--- src/cmp_regs_pkg.sv ---
package cmp_regs_pkg;

   // ---------------------------------------------------------------
   // register map (byte addresses)
   // ---------------------------------------------------------------
   localparam logic [31:0] OFF_CTRL1  = 32'h0000_0000;
   localparam logic [31:0] OFF_CTRL2  = 32'h0000_0004;
   localparam logic [31:0] OFF_AUX    = 32'h0000_0008;
   localparam logic [31:0] OFF_STATUS = 32'h0000_000C;
   localparam logic [31:0] OFF_MASK   = 32'h0000_0010;

   // ---------------------------------------------------------------
   // primary control field positions
   // ---------------------------------------------------------------
   localparam int POS_ENABLE   = 7;
   localparam int POS_RESULT   = 6;
   localparam int POS_DRIVE    = 5;
   localparam int POS_INVERT   = 4;
   localparam int POS_REF      = 2;
   localparam int POS_CH_HI    = 1;
   localparam int POS_CH_LO    = 0;
   localparam logic [7:0] CTRL_WRITE_MASK = 8'hB7;

   // ---------------------------------------------------------------
   // auxiliary control field positions
   // ---------------------------------------------------------------
   localparam int POS_MIRROR1  = 7;
   localparam int POS_MIRROR2  = 6;
   localparam int POS_GATE_SRC = 1;
   localparam int POS_SYNC_SEL = 0;

   // ---------------------------------------------------------------
   // reset values
   // ---------------------------------------------------------------
   localparam logic [7:0] CTRL_RESET     = 8'h00;
   localparam logic       GATE_SRC_RESET = 1'h1;
   localparam logic       SYNC_SEL_RESET = 1'h0;
   localparam logic [1:0] STATUS_RESET   = 2'h0;
   localparam logic [1:0] MASK_RESET     = 2'h0;

   // ---------------------------------------------------------------
   // bus answers
   // ---------------------------------------------------------------
   localparam logic [1:0] RESP_OKAY   = 2'h0;
   localparam logic [1:0] RESP_SLVERR = 2'h2;

   typedef enum {
      SEL_CTRL1,
      SEL_CTRL2,
      SEL_AUX,
      SEL_STATUS,
      SEL_MASK,
      SEL_NONE
   } reg_sel_type;

   function automatic reg_sel_type decode_addr(input logic [31:0] addr);
      reg_sel_type sel;
      case (addr)
         OFF_CTRL1:  sel = SEL_CTRL1;
         OFF_CTRL2:  sel = SEL_CTRL2;
         OFF_AUX:    sel = SEL_AUX;
         OFF_STATUS: sel = SEL_STATUS;
         OFF_MASK:   sel = SEL_MASK;
         default:    sel = SEL_NONE;
      endcase
      return sel;
   endfunction : decode_addr

endpackage : cmp_regs_pkg

--- src/reg_access_if.sv ---
`timescale 1ns/1ps
`default_nettype none

interface reg_access_if;
   logic        wr_en;
   logic [31:0] wr_addr;
   logic [31:0] wr_data;
   logic [3:0]  wr_strb;
   logic        wr_err;
   logic        rd_en;
   logic [31:0] rd_addr;
   logic [31:0] rd_data;
   logic        rd_err;

   modport bus
   (
      output wr_en, wr_addr, wr_data, wr_strb, rd_en, rd_addr,
      input  wr_err, rd_data, rd_err
   );

   modport regs
   (
      input  wr_en, wr_addr, wr_data, wr_strb, rd_en, rd_addr,
      output wr_err, rd_data, rd_err
   );
endinterface : reg_access_if

`default_nettype wire

--- src/axi_lite_slave.sv ---
`timescale 1ns/1ps
`default_nettype none

module axi_lite_slave
(
   // clock and reset
   input  wire logic        clk,
   input  wire logic        rstn,
   // write channels
   input  wire logic [31:0] awaddr,
   input  wire logic        awvalid,
   output logic             awready,
   input  wire logic [31:0] wdata,
   input  wire logic [3:0]  wstrb,
   input  wire logic        wvalid,
   output logic             wready,
   output logic [1:0]       bresp,
   output logic             bvalid,
   input  wire logic        bready,
   // read channels
   input  wire logic [31:0] araddr,
   input  wire logic        arvalid,
   output logic             arready,
   output logic [31:0]      rdata,
   output logic [1:0]       rresp,
   output logic             rvalid,
   input  wire logic        rready,
   // register side
   reg_access_if.bus        acc
);

   typedef struct packed {
      logic        aw_held;
      logic        w_held;
      logic [31:0] awaddr;
      logic [31:0] wdata;
      logic [3:0]  wstrb;
      logic        awready;
      logic        wready;
      logic        arready;
      logic        bvalid;
      logic [1:0]  bresp;
      logic        rvalid;
      logic [31:0] rdata;
      logic [1:0]  rresp;
   } axi_state_type;

   axi_state_type s;
   axi_state_type next_s;
   logic          do_write;
   logic          do_read;

   // ---------------------------------------------------------------
   // channel handling
   // ---------------------------------------------------------------
   // address and data may arrive in either order; the write is
   // carried out in the first cycle that both are held
   always_comb
   begin
      next_s   = s;
      do_write = s.aw_held && s.w_held;
      do_read  = arvalid && s.arready;
      if (awvalid && s.awready)
      begin
         next_s.aw_held = 1'b1;
         next_s.awaddr  = awaddr;
      end
      if (wvalid && s.wready)
      begin
         next_s.w_held = 1'b1;
         next_s.wdata  = wdata;
         next_s.wstrb  = wstrb;
      end
      if (s.bvalid && bready)
         next_s.bvalid = 1'b0;
      if (do_write)
      begin
         next_s.aw_held = 1'b0;
         next_s.w_held  = 1'b0;
         next_s.bvalid  = 1'b1;
         next_s.bresp   = acc.wr_err ? cmp_regs_pkg::RESP_SLVERR
                                     : cmp_regs_pkg::RESP_OKAY;
      end
      if (s.rvalid && rready)
         next_s.rvalid = 1'b0;
      if (do_read)
      begin
         next_s.rvalid = 1'b1;
         next_s.rdata  = acc.rd_data;
         next_s.rresp  = acc.rd_err ? cmp_regs_pkg::RESP_SLVERR
                                    : cmp_regs_pkg::RESP_OKAY;
      end
      next_s.awready = !next_s.aw_held && !next_s.bvalid;
      next_s.wready  = !next_s.w_held && !next_s.bvalid;
      next_s.arready = !next_s.rvalid;
   end

   always_ff @(posedge clk or negedge rstn)
   begin
      if (!rstn)
      begin
         s         <= '0;
         s.awready <= 1'b1;
         s.wready  <= 1'b1;
         s.arready <= 1'b1;
      end
      else
         s <= next_s;
   end

   assign acc.wr_en   = do_write;
   assign acc.wr_addr = s.awaddr;
   assign acc.wr_data = s.wdata;
   assign acc.wr_strb = s.wstrb;
   assign acc.rd_en   = do_read;
   assign acc.rd_addr = araddr;

   assign awready = s.awready;
   assign wready  = s.wready;
   assign bvalid  = s.bvalid;
   assign bresp   = s.bresp;
   assign arready = s.arready;
   assign rvalid  = s.rvalid;
   assign rdata   = s.rdata;
   assign rresp   = s.rresp;

endmodule : axi_lite_slave

`default_nettype wire

--- src/cmp_channel.sv ---
`timescale 1ns/1ps
`default_nettype none

module cmp_channel
(
   // clock and reset
   input  wire logic clk,
   input  wire logic rstn,
   // analog core and control
   input  wire logic raw,
   input  wire logic enable,
   input  wire logic invert,
   input  wire logic capture,
   // results
   output logic      result,
   output logic      change_event
);

   typedef struct packed {
      logic [2:0] sync;
      logic       level;
      logic       ref_latch;
      logic       mismatch;
   } chan_state_type;

   chan_state_type s;
   chan_state_type next_s;
   logic           mis;

   // ---------------------------------------------------------------
   // input filter, polarity and mismatch detection
   // ---------------------------------------------------------------
   // the raw output is asynchronous; a change only counts once the
   // second and third stages agree, which also masks short glitches
   always_comb
   begin
      next_s      = s;
      next_s.sync = {s.sync[1:0], raw};
      if (s.sync[1] == s.sync[2])
         next_s.level = s.sync[2];
      // a disabled comparator reads low
      result = enable && (s.level ^ invert);
      mis    = result != s.ref_latch;
      // edge, not level: one event per new mismatch
      change_event = mis && !s.mismatch;
      next_s.mismatch = mis && !capture;
      if (capture)
         next_s.ref_latch = result;
   end

   always_ff @(posedge clk or negedge rstn)
   begin
      if (!rstn)
         s <= '0;
      else
         s <= next_s;
   end

endmodule : cmp_channel

`default_nettype wire

--- src/dual_comparator_control_regs.sv ---
// Chosen here: the AXI4-Lite register port and the register offsets.
`timescale 1ns/1ps
`default_nettype none

module dual_comparator_control_regs
(
   // clock and reset
   input  wire logic        clk,
   input  wire logic        rstn,
   // axi4-lite write channels
   input  wire logic [31:0] awaddr,
   input  wire logic        awvalid,
   output logic             awready,
   input  wire logic [31:0] wdata,
   input  wire logic [3:0]  wstrb,
   input  wire logic        wvalid,
   output logic             wready,
   output logic [1:0]       bresp,
   output logic             bvalid,
   input  wire logic        bready,
   // axi4-lite read channels
   input  wire logic [31:0] araddr,
   input  wire logic        arvalid,
   output logic             arready,
   output logic [31:0]      rdata,
   output logic [1:0]       rresp,
   output logic             rvalid,
   input  wire logic        rready,
   // analog comparator core
   input  wire logic        cmp_raw,
   input  wire logic        cmp2_raw,
   output logic             cmp_enable,
   output logic             cmp2_enable,
   output logic             cmp_ref_select,
   output logic             cmp2_ref_select,
   output logic [1:0]       cmp_channel_select,
   output logic [1:0]       cmp2_channel_select,
   output logic             vref_enable,
   // port pins
   input  wire logic [1:0]  pin_direction,
   output logic             cmp_pin_out,
   output logic             cmp_pin_oe,
   output logic             cmp2_pin_out,
   output logic             cmp2_pin_oe,
   // interrupt
   output logic             irq
);

   typedef struct packed {
      logic [1:0][7:0] ctrl;
      logic            gate_src;
      logic            sync_sel;
      logic [1:0]      status;
      logic [1:0]      mask;
      logic            irq;
      logic [1:0]      pin_out;
      logic [1:0]      pin_oe;
      logic            vref_on;
   } top_state_type;

   top_state_type            s;
   top_state_type            next_s;
   reg_access_if             acc ();
   cmp_regs_pkg::reg_sel_type wr_sel;
   cmp_regs_pkg::reg_sel_type rd_sel;
   logic [1:0]               raw;
   logic [1:0]               result;
   logic [1:0]               change_event;
   logic [1:0]               capture;
   logic [7:0]               rd_byte;

   assign raw = {cmp2_raw, cmp_raw};

   // ---------------------------------------------------------------
   // bus slave
   // ---------------------------------------------------------------
   axi_lite_slave u_bus
   (
      .clk     (clk),
      .rstn    (rstn),
      .awaddr  (awaddr),
      .awvalid (awvalid),
      .awready (awready),
      .wdata   (wdata),
      .wstrb   (wstrb),
      .wvalid  (wvalid),
      .wready  (wready),
      .bresp   (bresp),
      .bvalid  (bvalid),
      .bready  (bready),
      .araddr  (araddr),
      .arvalid (arvalid),
      .arready (arready),
      .rdata   (rdata),
      .rresp   (rresp),
      .rvalid  (rvalid),
      .rready  (rready),
      .acc     (acc.bus)
   );

   assign wr_sel = cmp_regs_pkg::decode_addr(acc.wr_addr);
   assign rd_sel = cmp_regs_pkg::decode_addr(acc.rd_addr);

   // a write counts as an access too, so it re-arms the mismatch
   // reference just like a read
   assign capture[0] = (acc.rd_en && rd_sel == cmp_regs_pkg::SEL_CTRL1)
                    || (acc.wr_en && wr_sel == cmp_regs_pkg::SEL_CTRL1);
   assign capture[1] = (acc.rd_en && rd_sel == cmp_regs_pkg::SEL_CTRL2)
                    || (acc.wr_en && wr_sel == cmp_regs_pkg::SEL_CTRL2);

   // ---------------------------------------------------------------
   // comparator channels
   // ---------------------------------------------------------------
   genvar gi;
   generate
      for (gi = 0; gi < 2; gi++)
      begin : g_chan
         cmp_channel u_chan
         (
            .clk          (clk),
            .rstn         (rstn),
            .raw          (raw[gi]),
            .enable       (s.ctrl[gi][cmp_regs_pkg::POS_ENABLE]),
            .invert       (s.ctrl[gi][cmp_regs_pkg::POS_INVERT]),
            .capture      (capture[gi]),
            .result       (result[gi]),
            .change_event (change_event[gi])
         );
      end
   endgenerate

   // ---------------------------------------------------------------
   // read path
   // ---------------------------------------------------------------
   always_comb
   begin
      rd_byte    = 8'h00;
      acc.rd_err = 1'b0;
      case (rd_sel)
         cmp_regs_pkg::SEL_CTRL1:
         begin
            rd_byte = s.ctrl[0];
            rd_byte[cmp_regs_pkg::POS_RESULT] = result[0];
         end
         cmp_regs_pkg::SEL_CTRL2:
         begin
            rd_byte = s.ctrl[1];
            rd_byte[cmp_regs_pkg::POS_RESULT] = result[1];
         end
         cmp_regs_pkg::SEL_AUX:
         begin
            // mirror bits do not touch the mismatch reference
            rd_byte[cmp_regs_pkg::POS_MIRROR1]  = result[0];
            rd_byte[cmp_regs_pkg::POS_MIRROR2]  = result[1];
            rd_byte[cmp_regs_pkg::POS_GATE_SRC] = s.gate_src;
            rd_byte[cmp_regs_pkg::POS_SYNC_SEL] = s.sync_sel;
         end
         cmp_regs_pkg::SEL_STATUS:
            rd_byte[1:0] = s.status;
         cmp_regs_pkg::SEL_MASK:
            rd_byte[1:0] = s.mask;
         default:
            acc.rd_err = 1'b1;
      endcase
      acc.rd_data = {24'h00_0000, rd_byte};
   end

   assign acc.wr_err = (wr_sel == cmp_regs_pkg::SEL_NONE);

   // ---------------------------------------------------------------
   // register update
   // ---------------------------------------------------------------
   always_comb
   begin
      next_s = s;
      // only byte lane 0 carries register bits
      if (acc.wr_en && acc.wr_strb[0])
      begin
         case (wr_sel)
            cmp_regs_pkg::SEL_CTRL1:
               next_s.ctrl[0] = acc.wr_data[7:0]
                              & cmp_regs_pkg::CTRL_WRITE_MASK;
            cmp_regs_pkg::SEL_CTRL2:
               next_s.ctrl[1] = acc.wr_data[7:0]
                              & cmp_regs_pkg::CTRL_WRITE_MASK;
            cmp_regs_pkg::SEL_AUX:
            begin
               next_s.gate_src =
                  acc.wr_data[cmp_regs_pkg::POS_GATE_SRC];
               next_s.sync_sel =
                  acc.wr_data[cmp_regs_pkg::POS_SYNC_SEL];
            end
            cmp_regs_pkg::SEL_STATUS:
               next_s.status = s.status & ~acc.wr_data[1:0];
            cmp_regs_pkg::SEL_MASK:
               next_s.mask = acc.wr_data[1:0];
            default:
               next_s.mask = s.mask;
         endcase
      end
      // an event in the clearing cycle still lands
      next_s.status = next_s.status | change_event;
      next_s.irq    = |(next_s.status & next_s.mask);
      for (int i = 0; i < 2; i++)
      begin
         // pin override needs all three conditions at once
         next_s.pin_oe[i] = next_s.ctrl[i][cmp_regs_pkg::POS_DRIVE]
                         && next_s.ctrl[i][cmp_regs_pkg::POS_ENABLE]
                         && !pin_direction[i];
         next_s.pin_out[i] = result[i];
      end
      // reference runs only while an enabled channel selects it
      next_s.vref_on =
         (next_s.ctrl[0][cmp_regs_pkg::POS_ENABLE]
          && next_s.ctrl[0][cmp_regs_pkg::POS_REF])
         || (next_s.ctrl[1][cmp_regs_pkg::POS_ENABLE]
          && next_s.ctrl[1][cmp_regs_pkg::POS_REF]);
   end

   always_ff @(posedge clk or negedge rstn)
   begin
      if (!rstn)
      begin
         s          <= '0;
         s.ctrl[0]  <= cmp_regs_pkg::CTRL_RESET;
         s.ctrl[1]  <= cmp_regs_pkg::CTRL_RESET;
         s.gate_src <= cmp_regs_pkg::GATE_SRC_RESET;
         s.sync_sel <= cmp_regs_pkg::SYNC_SEL_RESET;
         s.status   <= cmp_regs_pkg::STATUS_RESET;
         s.mask     <= cmp_regs_pkg::MASK_RESET;
      end
      else
         s <= next_s;
   end

   // ---------------------------------------------------------------
   // outputs
   // ---------------------------------------------------------------
   assign cmp_enable  = s.ctrl[0][cmp_regs_pkg::POS_ENABLE];
   assign cmp2_enable = s.ctrl[1][cmp_regs_pkg::POS_ENABLE];
   assign cmp_ref_select  = s.ctrl[0][cmp_regs_pkg::POS_REF];
   assign cmp2_ref_select = s.ctrl[1][cmp_regs_pkg::POS_REF];
   assign cmp_channel_select  = s.ctrl[0][1:0];
   assign cmp2_channel_select = s.ctrl[1][1:0];
   assign vref_enable  = s.vref_on;
   assign cmp_pin_out  = s.pin_out[0];
   assign cmp_pin_oe   = s.pin_oe[0];
   assign cmp2_pin_out = s.pin_out[1];
   assign cmp2_pin_oe  = s.pin_oe[1];
   assign irq          = s.irq;

endmodule : dual_comparator_control_regs

`default_nettype wire

--- config.mk ---
export PLATFORM = sky130hd
export DESIGN_NAME = dual_comparator_control_regs
export DESIGN_NICKNAME = d
export VERILOG_FILES = /design/src/cmp_regs_pkg.sv /design/src/reg_access_if.sv /design/src/axi_lite_slave.sv /design/src/cmp_channel.sv /design/src/dual_comparator_control_regs.sv
export SDC_FILE = /design/constraint.sdc
export NUM_CORES = 1
export LEC_CHECK = 0
export ABC_AREA = 1
export ABC_CLOCK_PERIOD_IN_PS = 2000
export BUFFER_PORTS_ARGS = -buffer_cell sky130_fd_sc_hd__buf_2
export CAP_MARGIN = 5
export CORE_MARGIN = 5
export CORE_UTILIZATION = 58
export CTS_BUF_LIST = sky130_fd_sc_hd__clkbuf_2 sky130_fd_sc_hd__clkbuf_4 sky130_fd_sc_hd__clkbuf_8
export CTS_CLUSTER_DIAMETER = 80
export DETAILED_ROUTE_END_ITERATION = 8
export GPL_TIMING_DRIVEN = 0
export PLACE_DENSITY_LB_ADDON = 0.25
export SLEW_MARGIN = 40
export SYNTH_ARGS = -nofsm -noshare
export SYNTH_HDL_FRONTEND = slang
export SYNTH_HIERARCHICAL = 1
export SYNTH_SLANG_ARGS = --single-unit
--- constraint.sdc ---
create_clock -name clk -period 2 [get_ports clk]
set_clock_uncertainty 0.2 [all_clocks]
set_input_delay 0.1 -clock clk [delete_from_list [all_inputs] [get_ports clk]]
set_output_delay 0.1 -clock clk [all_outputs]
set_load 0.02 [all_outputs]
# Yosys cells after proc, flatten, opt, wreduce, memory -nomap -nowiden
# Cells that the tools add are included.
# totals
word_cells	131
latch_bits	0
input_bits	111
output_inout_bits	55
rom_bits	0
ff_bits	96
mem_bits_rw	0
mem_count	0
# op_classes
n_shift	0
n_div	0
mux	20
add_sub_neg	0
n_lt_le_gt_ge	0
eq_ne	23
mul	0
n_reduce_logical	49
bitwise_logic	6
# ops
cell	count
32-bit by 2-bit equality test with 1-bit output, second input constant	6
32-bit logical NOT	6
32-bit by 4-bit equality test with 1-bit output, second input constant	5
32-bit by 3-bit equality test with 1-bit output, second input constant	4
32-bit by 1-bit equality test with 1-bit output, second input constant	2
32-bit by 5-bit equality test with 1-bit output, second input constant	2
35-bit 2-to-1 mux	1
3-bit one-hot mux with 5 select lines	2
1-bit logical AND	25
22-bit 2-to-1 mux	1
8-bit 2-to-1 mux	2
2-bit 2-to-1 mux	6
1-bit logical NOT	10
2-bit one-hot mux with 5 select lines	1
4-bit one-hot mux with 2 select lines	1
2-bit one-hot mux with 3 select lines	1
2-bit AND reduction	3
5-bit OR reduction	1
2-bit AND	2
1-bit 2-to-1 mux	4
1-bit logical OR	3
3-bit 2-to-1 mux	1
1-bit equality test	2
1-bit != test	2
other kinds (4)	5

# Depth between registers and ports, before layout
# Gate-level depths: netlist of the first run.
# depth
depth_word	8
ltp_mapped	14
depth_no_buf	13

# Modules after synthesis
# The synthesis of the first run kept the hierarchy.
# by_module_without_submodules
mod	seq_area_each_um2	area_each_um2	cells_per_inst	n_inst
axi_lite_slave	2731.4	5499.0	610	1
dual_comparator_control_regs	601.8	1923.1	284	1
cmp_channel	150.1	225.2	21	2

# Least setup slack after synthesis of the first run
# Ideal clock, no wire load.
# synth_path
kind	reg2reg
startpoint	register u_bus.s (netlist bit u_bus/acc.wr_addr[24])
endpoint	register s (netlist bit vref_enable)
arrival_time_ps	1384
setup_time_ps	116
required_time_ps	1684
period_less_slack_ps	1701
path_stages_with_launch	12
setup_slack_ps	299
cell_sequence	dfrtp_1 -> buf_4 -> inv_1 -> nand2_2 -> nor2_4 -> nand4_4 -> nor2_4 -> nand2_4 -> nand2_2 -> nand2_4 -> nand2_1 -> nand2_1
# synth_lines
item	line	source
start, declared	axi_lite_slave.sv:48	axi_state_type s;
start signal, assigned	axi_lite_slave.sv:108	s <= next_s;
end signal, assigned	dual_comparator_control_regs.sv:233	s <= next_s;
end, declared	dual_comparator_control_regs.sv:61	top_state_type s;

# Worst setup path after layout of the first run
# layout_path
startpoint	register u_bus/awready (netlist name)
endpoint	register u_bus.s (netlist bit u_bus/acc.wr_addr[11])
# layout_between
elab_chain_len	1
# layout_lines
item	line	source
1-bit logical AND	axi_lite_slave.sv:63	if (awvalid && s.awready)
# Every way passes these cells.
# A chain may end at the register's enable or synchronous reset.

==> results of run 1 <==
## repair_timing
action,in CTS,in global routing
setup buffers,0,8
endpoints found under the hold margin,197,0
resized for setup,0,9
setup endpoints to repair,0,21
hold buffers,90,0
## power by group through the flow
| stage | Sequential, mW | Combinational (mW) | Clock [mW] |
|---|---|---|---|
| 2_1_floorplan | 3.28 | 2.45 | 0 |
| 3_3_place_gp | 3.29 | 2.99 | 0 |
| 3_5_place_dp | 3.31 | 3.07 | 0 |
| 4_1_cts | 3.27 | 3.32 | 2.18 |
| 5_1_grt | 3.37 | 3.86 | 2.31 |
| 6_report | 3.30 | 3.52 | 2.16 |
## flip-flops by register name, summed over array words and instances (netlist names), 2 cells and up
register / flops
u_bus/acc.wr_addr: 32
u_bus/rdata: 32
s: 10
g_chan.u_chan/s: 8
u_bus/acc.wr_data: 6
g_chan.u_chan/next_s: 4
cmp2_channel_select: 2
cmp_channel_select: 2
u_bus/s: 2
## final cells by class
type	instances	share of cell area [%]
timing repair buffer	199	17.3
sequential	116	33.4
clock buffer	20	3.09
buffer	140	12.7
tap	140	2.01
inverter	72	3.13
multi-input combinational	484	26.8
clock inverter	12	1.51
## per-stage QoR
stage	total power, mW	cell area [µm²]
2_1_floorplan	5.73	6600
3_3_place_gp	6.28	7270
3_5_place_dp	6.38	7310
4_1_cts	8.77	8610
5_1_grt	9.54	8710
6_report	8.98	8710
## routing by layer
layer	share of wire (%)	up-vias	global-route usage, %
li1	-	2787	-
met1	39	2617	28.1
met2	53	151	44.7
met3	5.1	27	5.01
met4	2.2	0	7.66
met5	0	-	0
## layout by cell type (no fill, tap or decap), types with 3 or more instances in the layout
cell             n
nand2_1        230
buf_2           99
nand3_2          7
inv_1           63
clkbuf_8        19
inv_2            8
nor2_1          36
o21ai_0         13
nand2_4          5
clkbuf_4         3
nor3_1           3
nand4_1          5
clkinv_2         3
clkinv_4         3
dfstp_2          4
nand2_2         32
a21oi_1          4
conb_1          27
buf_4          131
dfrtp_1        112
buf_6           13
dlygate4sd3_1   90
nor2_4           7
nor2_2           9
nand3b_1         3
nand3_1         86
clkinvlp_4       4
## worst reg2reg max path, delay by kind of cell, from the launching register on
kind	cells	cell delay (ns)
simple gates	2	0.19
buf+inv	3	0.98
flops	1	0.54
## worst paths after layout
| path | start | end | slack (ns) | cells past startpoint |
|---|---|---|---|---|
| worst max-delay path | u_bus/awready | u_bus/acc.wr_addr[11] | 0.04 | 5 |
| worst min-delay path | araddr[5] | u_bus/rdata[4] | 0.03 | 8 |
| worst max register to register | u_bus/awready | u_bus/acc.wr_addr[11] | 0.04 | 5 |
| worst min register to register | g_chan[0].u_chan/next_s[4] | g_chan[0].u_chan/next_s[5] | 0.15 | 0 |
| max in group asynchronous | rstn | s[11] | 0.41 | 4 |
| min in group asynchronous | rstn | u_bus/rdata[8] | 0.50 | 3 |
==> reports/metrics.cfg, run 1 <==
[status]
status = complete, no violations

[clocking]
clkLatencyLatePin_ns = 0.43
clkTransAtPathRegs_ns = 0.07
numClockSinks = 116
numCtsBuffers = 17
cts_tree = yes
clk_path_buf_depth = 2
htree_levels = 4
clockRootBuffer = clkbuf_8

[critical_path]
critPathTopFamily = buffers and inverters
crit_slowest_cell = dlygate4sd3_1
endpoint_kind = register
cp_max_fo = 10
start_kind = register
slowest_delay_ns = 0.60
cp_cell_sequence = buf_4, clkbuf_4, nand3_1, dlygate4sd3_1, nand2_1
path_class = register to register
crit_arrival_ns = 2.13
required_ns = 2.17
path_buf_inv = 3

[layout]
area_growth_pct = 33.9
ff_latch_area_mm2 = 0.00291
fill_cells = 734
finalNonFillerCells = 1183
nets = 1141
fin_util_pct = 79.7
drive_above_1_share_pct = 34.7
multi_input_area_mm2 = 0.00234
antenna_cells = 0

[timing]
worst_hold_slack_ns = 0.0301
grt_setup_unrepaired = true
fin_crit_sh_pct = 98.1
setup_slack_ns = 0.0388
fmax_mhz = 510
setup_violations = 0
period_minus_slack_ns = 1.96
drv_slew = 0
setup-tns-final_ns = 0
hold_viol_final = 0

[route]
wl_um = 15600
first_pass_iters = 4
wire_per_inst_um = 13.2
dr.first_iter.drc_count = 329
drc = 0
dr_total_vias = 5582
ant_nets = 0
vias_per_cell = 4.72

[global_route]
antenna_found_initial = 0
grt_pass1_wl_um = 25600
grt_max_degree = 65
grt_pass1_vias = 5617
grtUsageTotal_pct = 24.2
overflow = 0

[power_and_ir_drop]
switching_share_pct = 35.2
power.net_switching_mw = 3.16
intPower_mw = 5.82
clkPwrFrac_pct = 24.1
powerDensity_mw_per_mm2 = 1030
vdd_drop_max_mv = 0.710
leakage_nw = 4.69
seqPwrFrac_pct = 36.8
combinationalPowerShare_pct = 39.2

[placed_design]
gp_congestion = 0.782
dpl.hpwl_um = 9600
numPlacedInstances = 1052
io_buffers = 100
place_ws_ns = 0.127

[die]
core_mm2 = 0.0109
die_area_mm2 = 0.0134
start_util_pct = 59.5
num_rows = 38
dieHeight_um = 116
boundaryPins = 166
die_x_um = 116

[yosys]
synth_area_mm2 = 0.00650
synthCells = 786
syn_avg_cell_area_um2 = 8.28
yosysWarnings = 6

[run]
maxCapViolCount = 0

[min_path]
worst_hold_path_type = input pin to register

Power figures use the tool's default switching activity.
==> run 2, diff against run 1 <==
--- a/config.mk
+++ b/config.mk
@@ -9,8 +9,10 @@
 export ABC_CLOCK_PERIOD_IN_PS = 2000
 export BUFFER_PORTS_ARGS = -buffer_cell sky130_fd_sc_hd__buf_2
 export CAP_MARGIN = 5
+export CELL_PAD_IN_SITES_DETAIL_PLACEMENT = 2
+export CELL_PAD_IN_SITES_GLOBAL_PLACEMENT = 2
 export CORE_MARGIN = 5
-export CORE_UTILIZATION = 58
+export CORE_UTILIZATION = 34
 export CTS_BUF_LIST = sky130_fd_sc_hd__clkbuf_2 sky130_fd_sc_hd__clkbuf_4 sky130_fd_sc_hd__clkbuf_8
 export CTS_CLUSTER_DIAMETER = 80
 export DETAILED_ROUTE_END_ITERATION = 8
==> run 2 against run 1 <==
Effect of this change:
- the flow now finishes with violations (negative setup slack)
- flip-flop and latch count stayed put
- critical path depth increased by 6
- final cell count is 8.2% higher
- clock-buffer cell count up 2
- combinational power up 11%
- register-to-register slack worse by 0.04 ns
- largest power group unchanged
==> reports/metrics.cfg, run 2 (same netlist as run 1, synthesis figures left out) <==
[clocking]
numClockSinks = 116  ; unchanged
clkTransAtPathRegs_ns = 0.07  ; about the same
numCtsBuffers = 17  ; unchanged
clockRootBuffer = clkbuf_8
cts_tree = yes
clkLatencyLatePin_ns = 0.44  ; about the same
clk_path_buf_depth = 2  ; unchanged
htree_levels = 4  ; unchanged

[min_path]
worst_hold_path_type = input pin to register

[power_and_ir_drop]
intPower_mw = 6.06  ; +4.2%
switching_share_pct = 36.6  ; +1.3 points
vdd_drop_max_mv = 0.454  ; -36%
totalPowerFinal_mw = 9.56  ; +6.4%
powerDensity_mw_per_mm2 = 1060  ; +2.7%
leakage_nw = 4.79  ; +2.2%
power.net_switching_mw = 3.49  ; +10%
combinationalPowerShare_pct = 40.7  ; +1.5 points
clkPwrFrac_pct = 24.2  ; about the same
seqPwrFrac_pct = 35.1  ; -1.7 points

[route]
wl_um = 21800  ; +39%
vias_per_cell = 4.54  ; -3.9%
ant_nets = 0  ; unchanged
first_pass_iters = 4  ; unchanged
dr.first_iter.drc_count = 132  ; -60%
dr_total_vias = 5807  ; +4.0%
drc = 0  ; unchanged
wire_per_inst_um = 17.0  ; +29%

[layout]
final_cell_mix = nand2_1 (216), buf_4 (129), dfrtp_1 (112)
fin_util_pct = 48.1  ; -32 points
drive_above_1_share_pct = 37.9  ; +3.2 points
final_common_cell = nand2_1
area_growth_pct = 38.7
antenna_cells = 0  ; unchanged
finalNonFillerCells = 1280  ; +8.2%
nets = 1144  ; +0.26%
multi_input_area_mm2 = 0.00243  ; +4.2%
fill_cells = 2095  ; +190%
ff_latch_area_mm2 = 0.00291  ; unchanged

[die]
die_area_mm2 = 0.0220  ; +64%
num_rows = 50  ; +32%
start_util_pct = 34.7  ; -25 points
dieHeight_um = 148  ; +28%
die_x_um = 148  ; +28%
core_mm2 = 0.0188  ; +72%
boundaryPins = 166  ; unchanged

[global_route]
overflow = 0  ; unchanged
grt_max_degree = 43  ; -34%
grtUsageTotal_pct = 19.5  ; -4.7 points
antenna_found_initial = 0  ; unchanged
grt_pass1_vias = 6652  ; +18%
grt_pass1_wl_um = 34000  ; +32%

[critical_path]
crit_slowest_cell = dfrtp_1
path_class = register to register
start_kind = register
slowest_delay_ns = 0.39  ; -0.21 ns
endpoint_kind = register
path_buf_inv = 3  ; unchanged
cp_cell_sequence = buf_4, inv_2, nand2_4, nor2_4, nand4_4, nor2_8, o21ai_0, nand2_1, inv_1, nand3_1, nand2_1
crit_path_frequent_cell = nand2_1
crit_arrival_ns = 2.12  ; about the same
critPathTopFamily = simple AND/OR/NAND/NOR gates
cp_max_fo = 7  ; -3
required_ns = 2.12  ; -0.05 ns

[placed_design]
dpl.hpwl_um = 12800  ; +34%
numPlacedInstances = 1147  ; +9.0%
io_buffers = 100  ; unchanged
gp_congestion = 0.733  ; -6.3%

[status]
violations = negative setup slack
status = finished with violations

[timing]
hold_viol_final = 0  ; unchanged
fin_crit_sh_pct = 100  ; +1.9 points
setup_slack_ns = -0.000137  ; -0.0390 ns
setup_violations = 1  ; +1
drv_slew = 0  ; unchanged
fmax_mhz = 500  ; -1.9%
period_minus_slack_ns = 2.00  ; +0.0390 ns

[run]
maxCapViolCount = 0  ; unchanged

==> run 2: cell count changes in the layout (fill, tap and decap cells not counted), sizes merged <==
cell,delta
clkinvlp,-2
dlygate4sd3,+1
nand3,+1
clkinv,-1
clkbuf,+1
bufinv,+1
nand2,-1
buf,+3
==> run 2: tightest hold or removal path, delay by kind of cell <==
kind	cells	cell delay (ns)
simple gates	7	0.47
buf+inv	1	0.09
==> run 2: stage by stage <==
stage | area (µm²) | setup TNS, ns | hold slack [ns] | worst slack, ns
6_report | 9020 | -0.000137 | 0.0607 | -0.000137
5_1_grt | 9020 | -0.654 | 0.0816 | -0.160
4_1_cts | 8830 | 0 | 0.0265 | 0.00234
3_5_place_dp | 7460 | -0.0445 | -0.207 | -0.0433
3_3_place_gp | 7390 | -108.75 | 0.0328 | -0.973
2_1_floorplan | 6600 | 0 | -0.396 | 0.299
==> run 2: cell type report <==
class	instances	share of cell area, %
clock inverter	10	1.44
sequential	116	32.2
inverter	72	3.05
timing repair buffer	215	18.6
tap	234	3.25
buffer	127	11.3
multi-input combinational	484	27.0
clock buffer	22	3.15
==> run 2: worst paths after layout <==
| kind | start | endpoint | slack (ns) | cells past startpoint |
|---|---|---|---|---|
| max | u_bus/acc.wr_addr[28] | u_bus/bresp[1] | -0.0001 | 11 |
| min | araddr[2] | u_bus/rdata[4] | 0.06 | 8 |
| max reg2reg | u_bus/acc.wr_addr[28] | u_bus/bresp[1] | -0.0001 | 11 |
| min reg2reg | g_chan[1].u_chan/next_s[4] | g_chan[1].u_chan/next_s[5] | 0.14 | 0 |
| max in group asynchronous | rstn | u_bus/acc.wr_addr[2] | 0.52 | 5 |
| min in group asynchronous | rstn | u_bus/arready | 0.56 | 3 |
==> run 2: metal layers <==
metal  GRT usage [%]  vias to the layer above  part of all wire [%]
met5               0                        -                     0
met4            5.50                        0                   1.8
met3            3.96                       20                   2.8
met2            38.0                      111                    57
met1            21.2                     2883                    38
li1                -                     2793                     -
==> run 2: power by group through the flow <==
stage          Sequential, mW  Clock [mW]  Combinational [mW]
2_1_floorplan            3.28           0                2.45
3_3_place_gp             3.30           0                3.09
3_5_place_dp             3.33           0                3.21
4_1_cts                  3.31        2.37                3.52
5_1_grt                  3.44        2.49                4.26
6_report                 3.35        2.31                3.89
==> run 2: what timing repair did <==
| item | CTS | global route |
|---|---|---|
| hold buffers | 92 | 0 |
| setup endpoints to repair | 2 | 53 |
| hold endpoints to repair | 199 | 0 |
| pin swaps | 1 | 30 |
| gates cloned | 0 | 1 |
| buffers inserted | 2 | 19 |
| resized for setup | 1 | 53 |
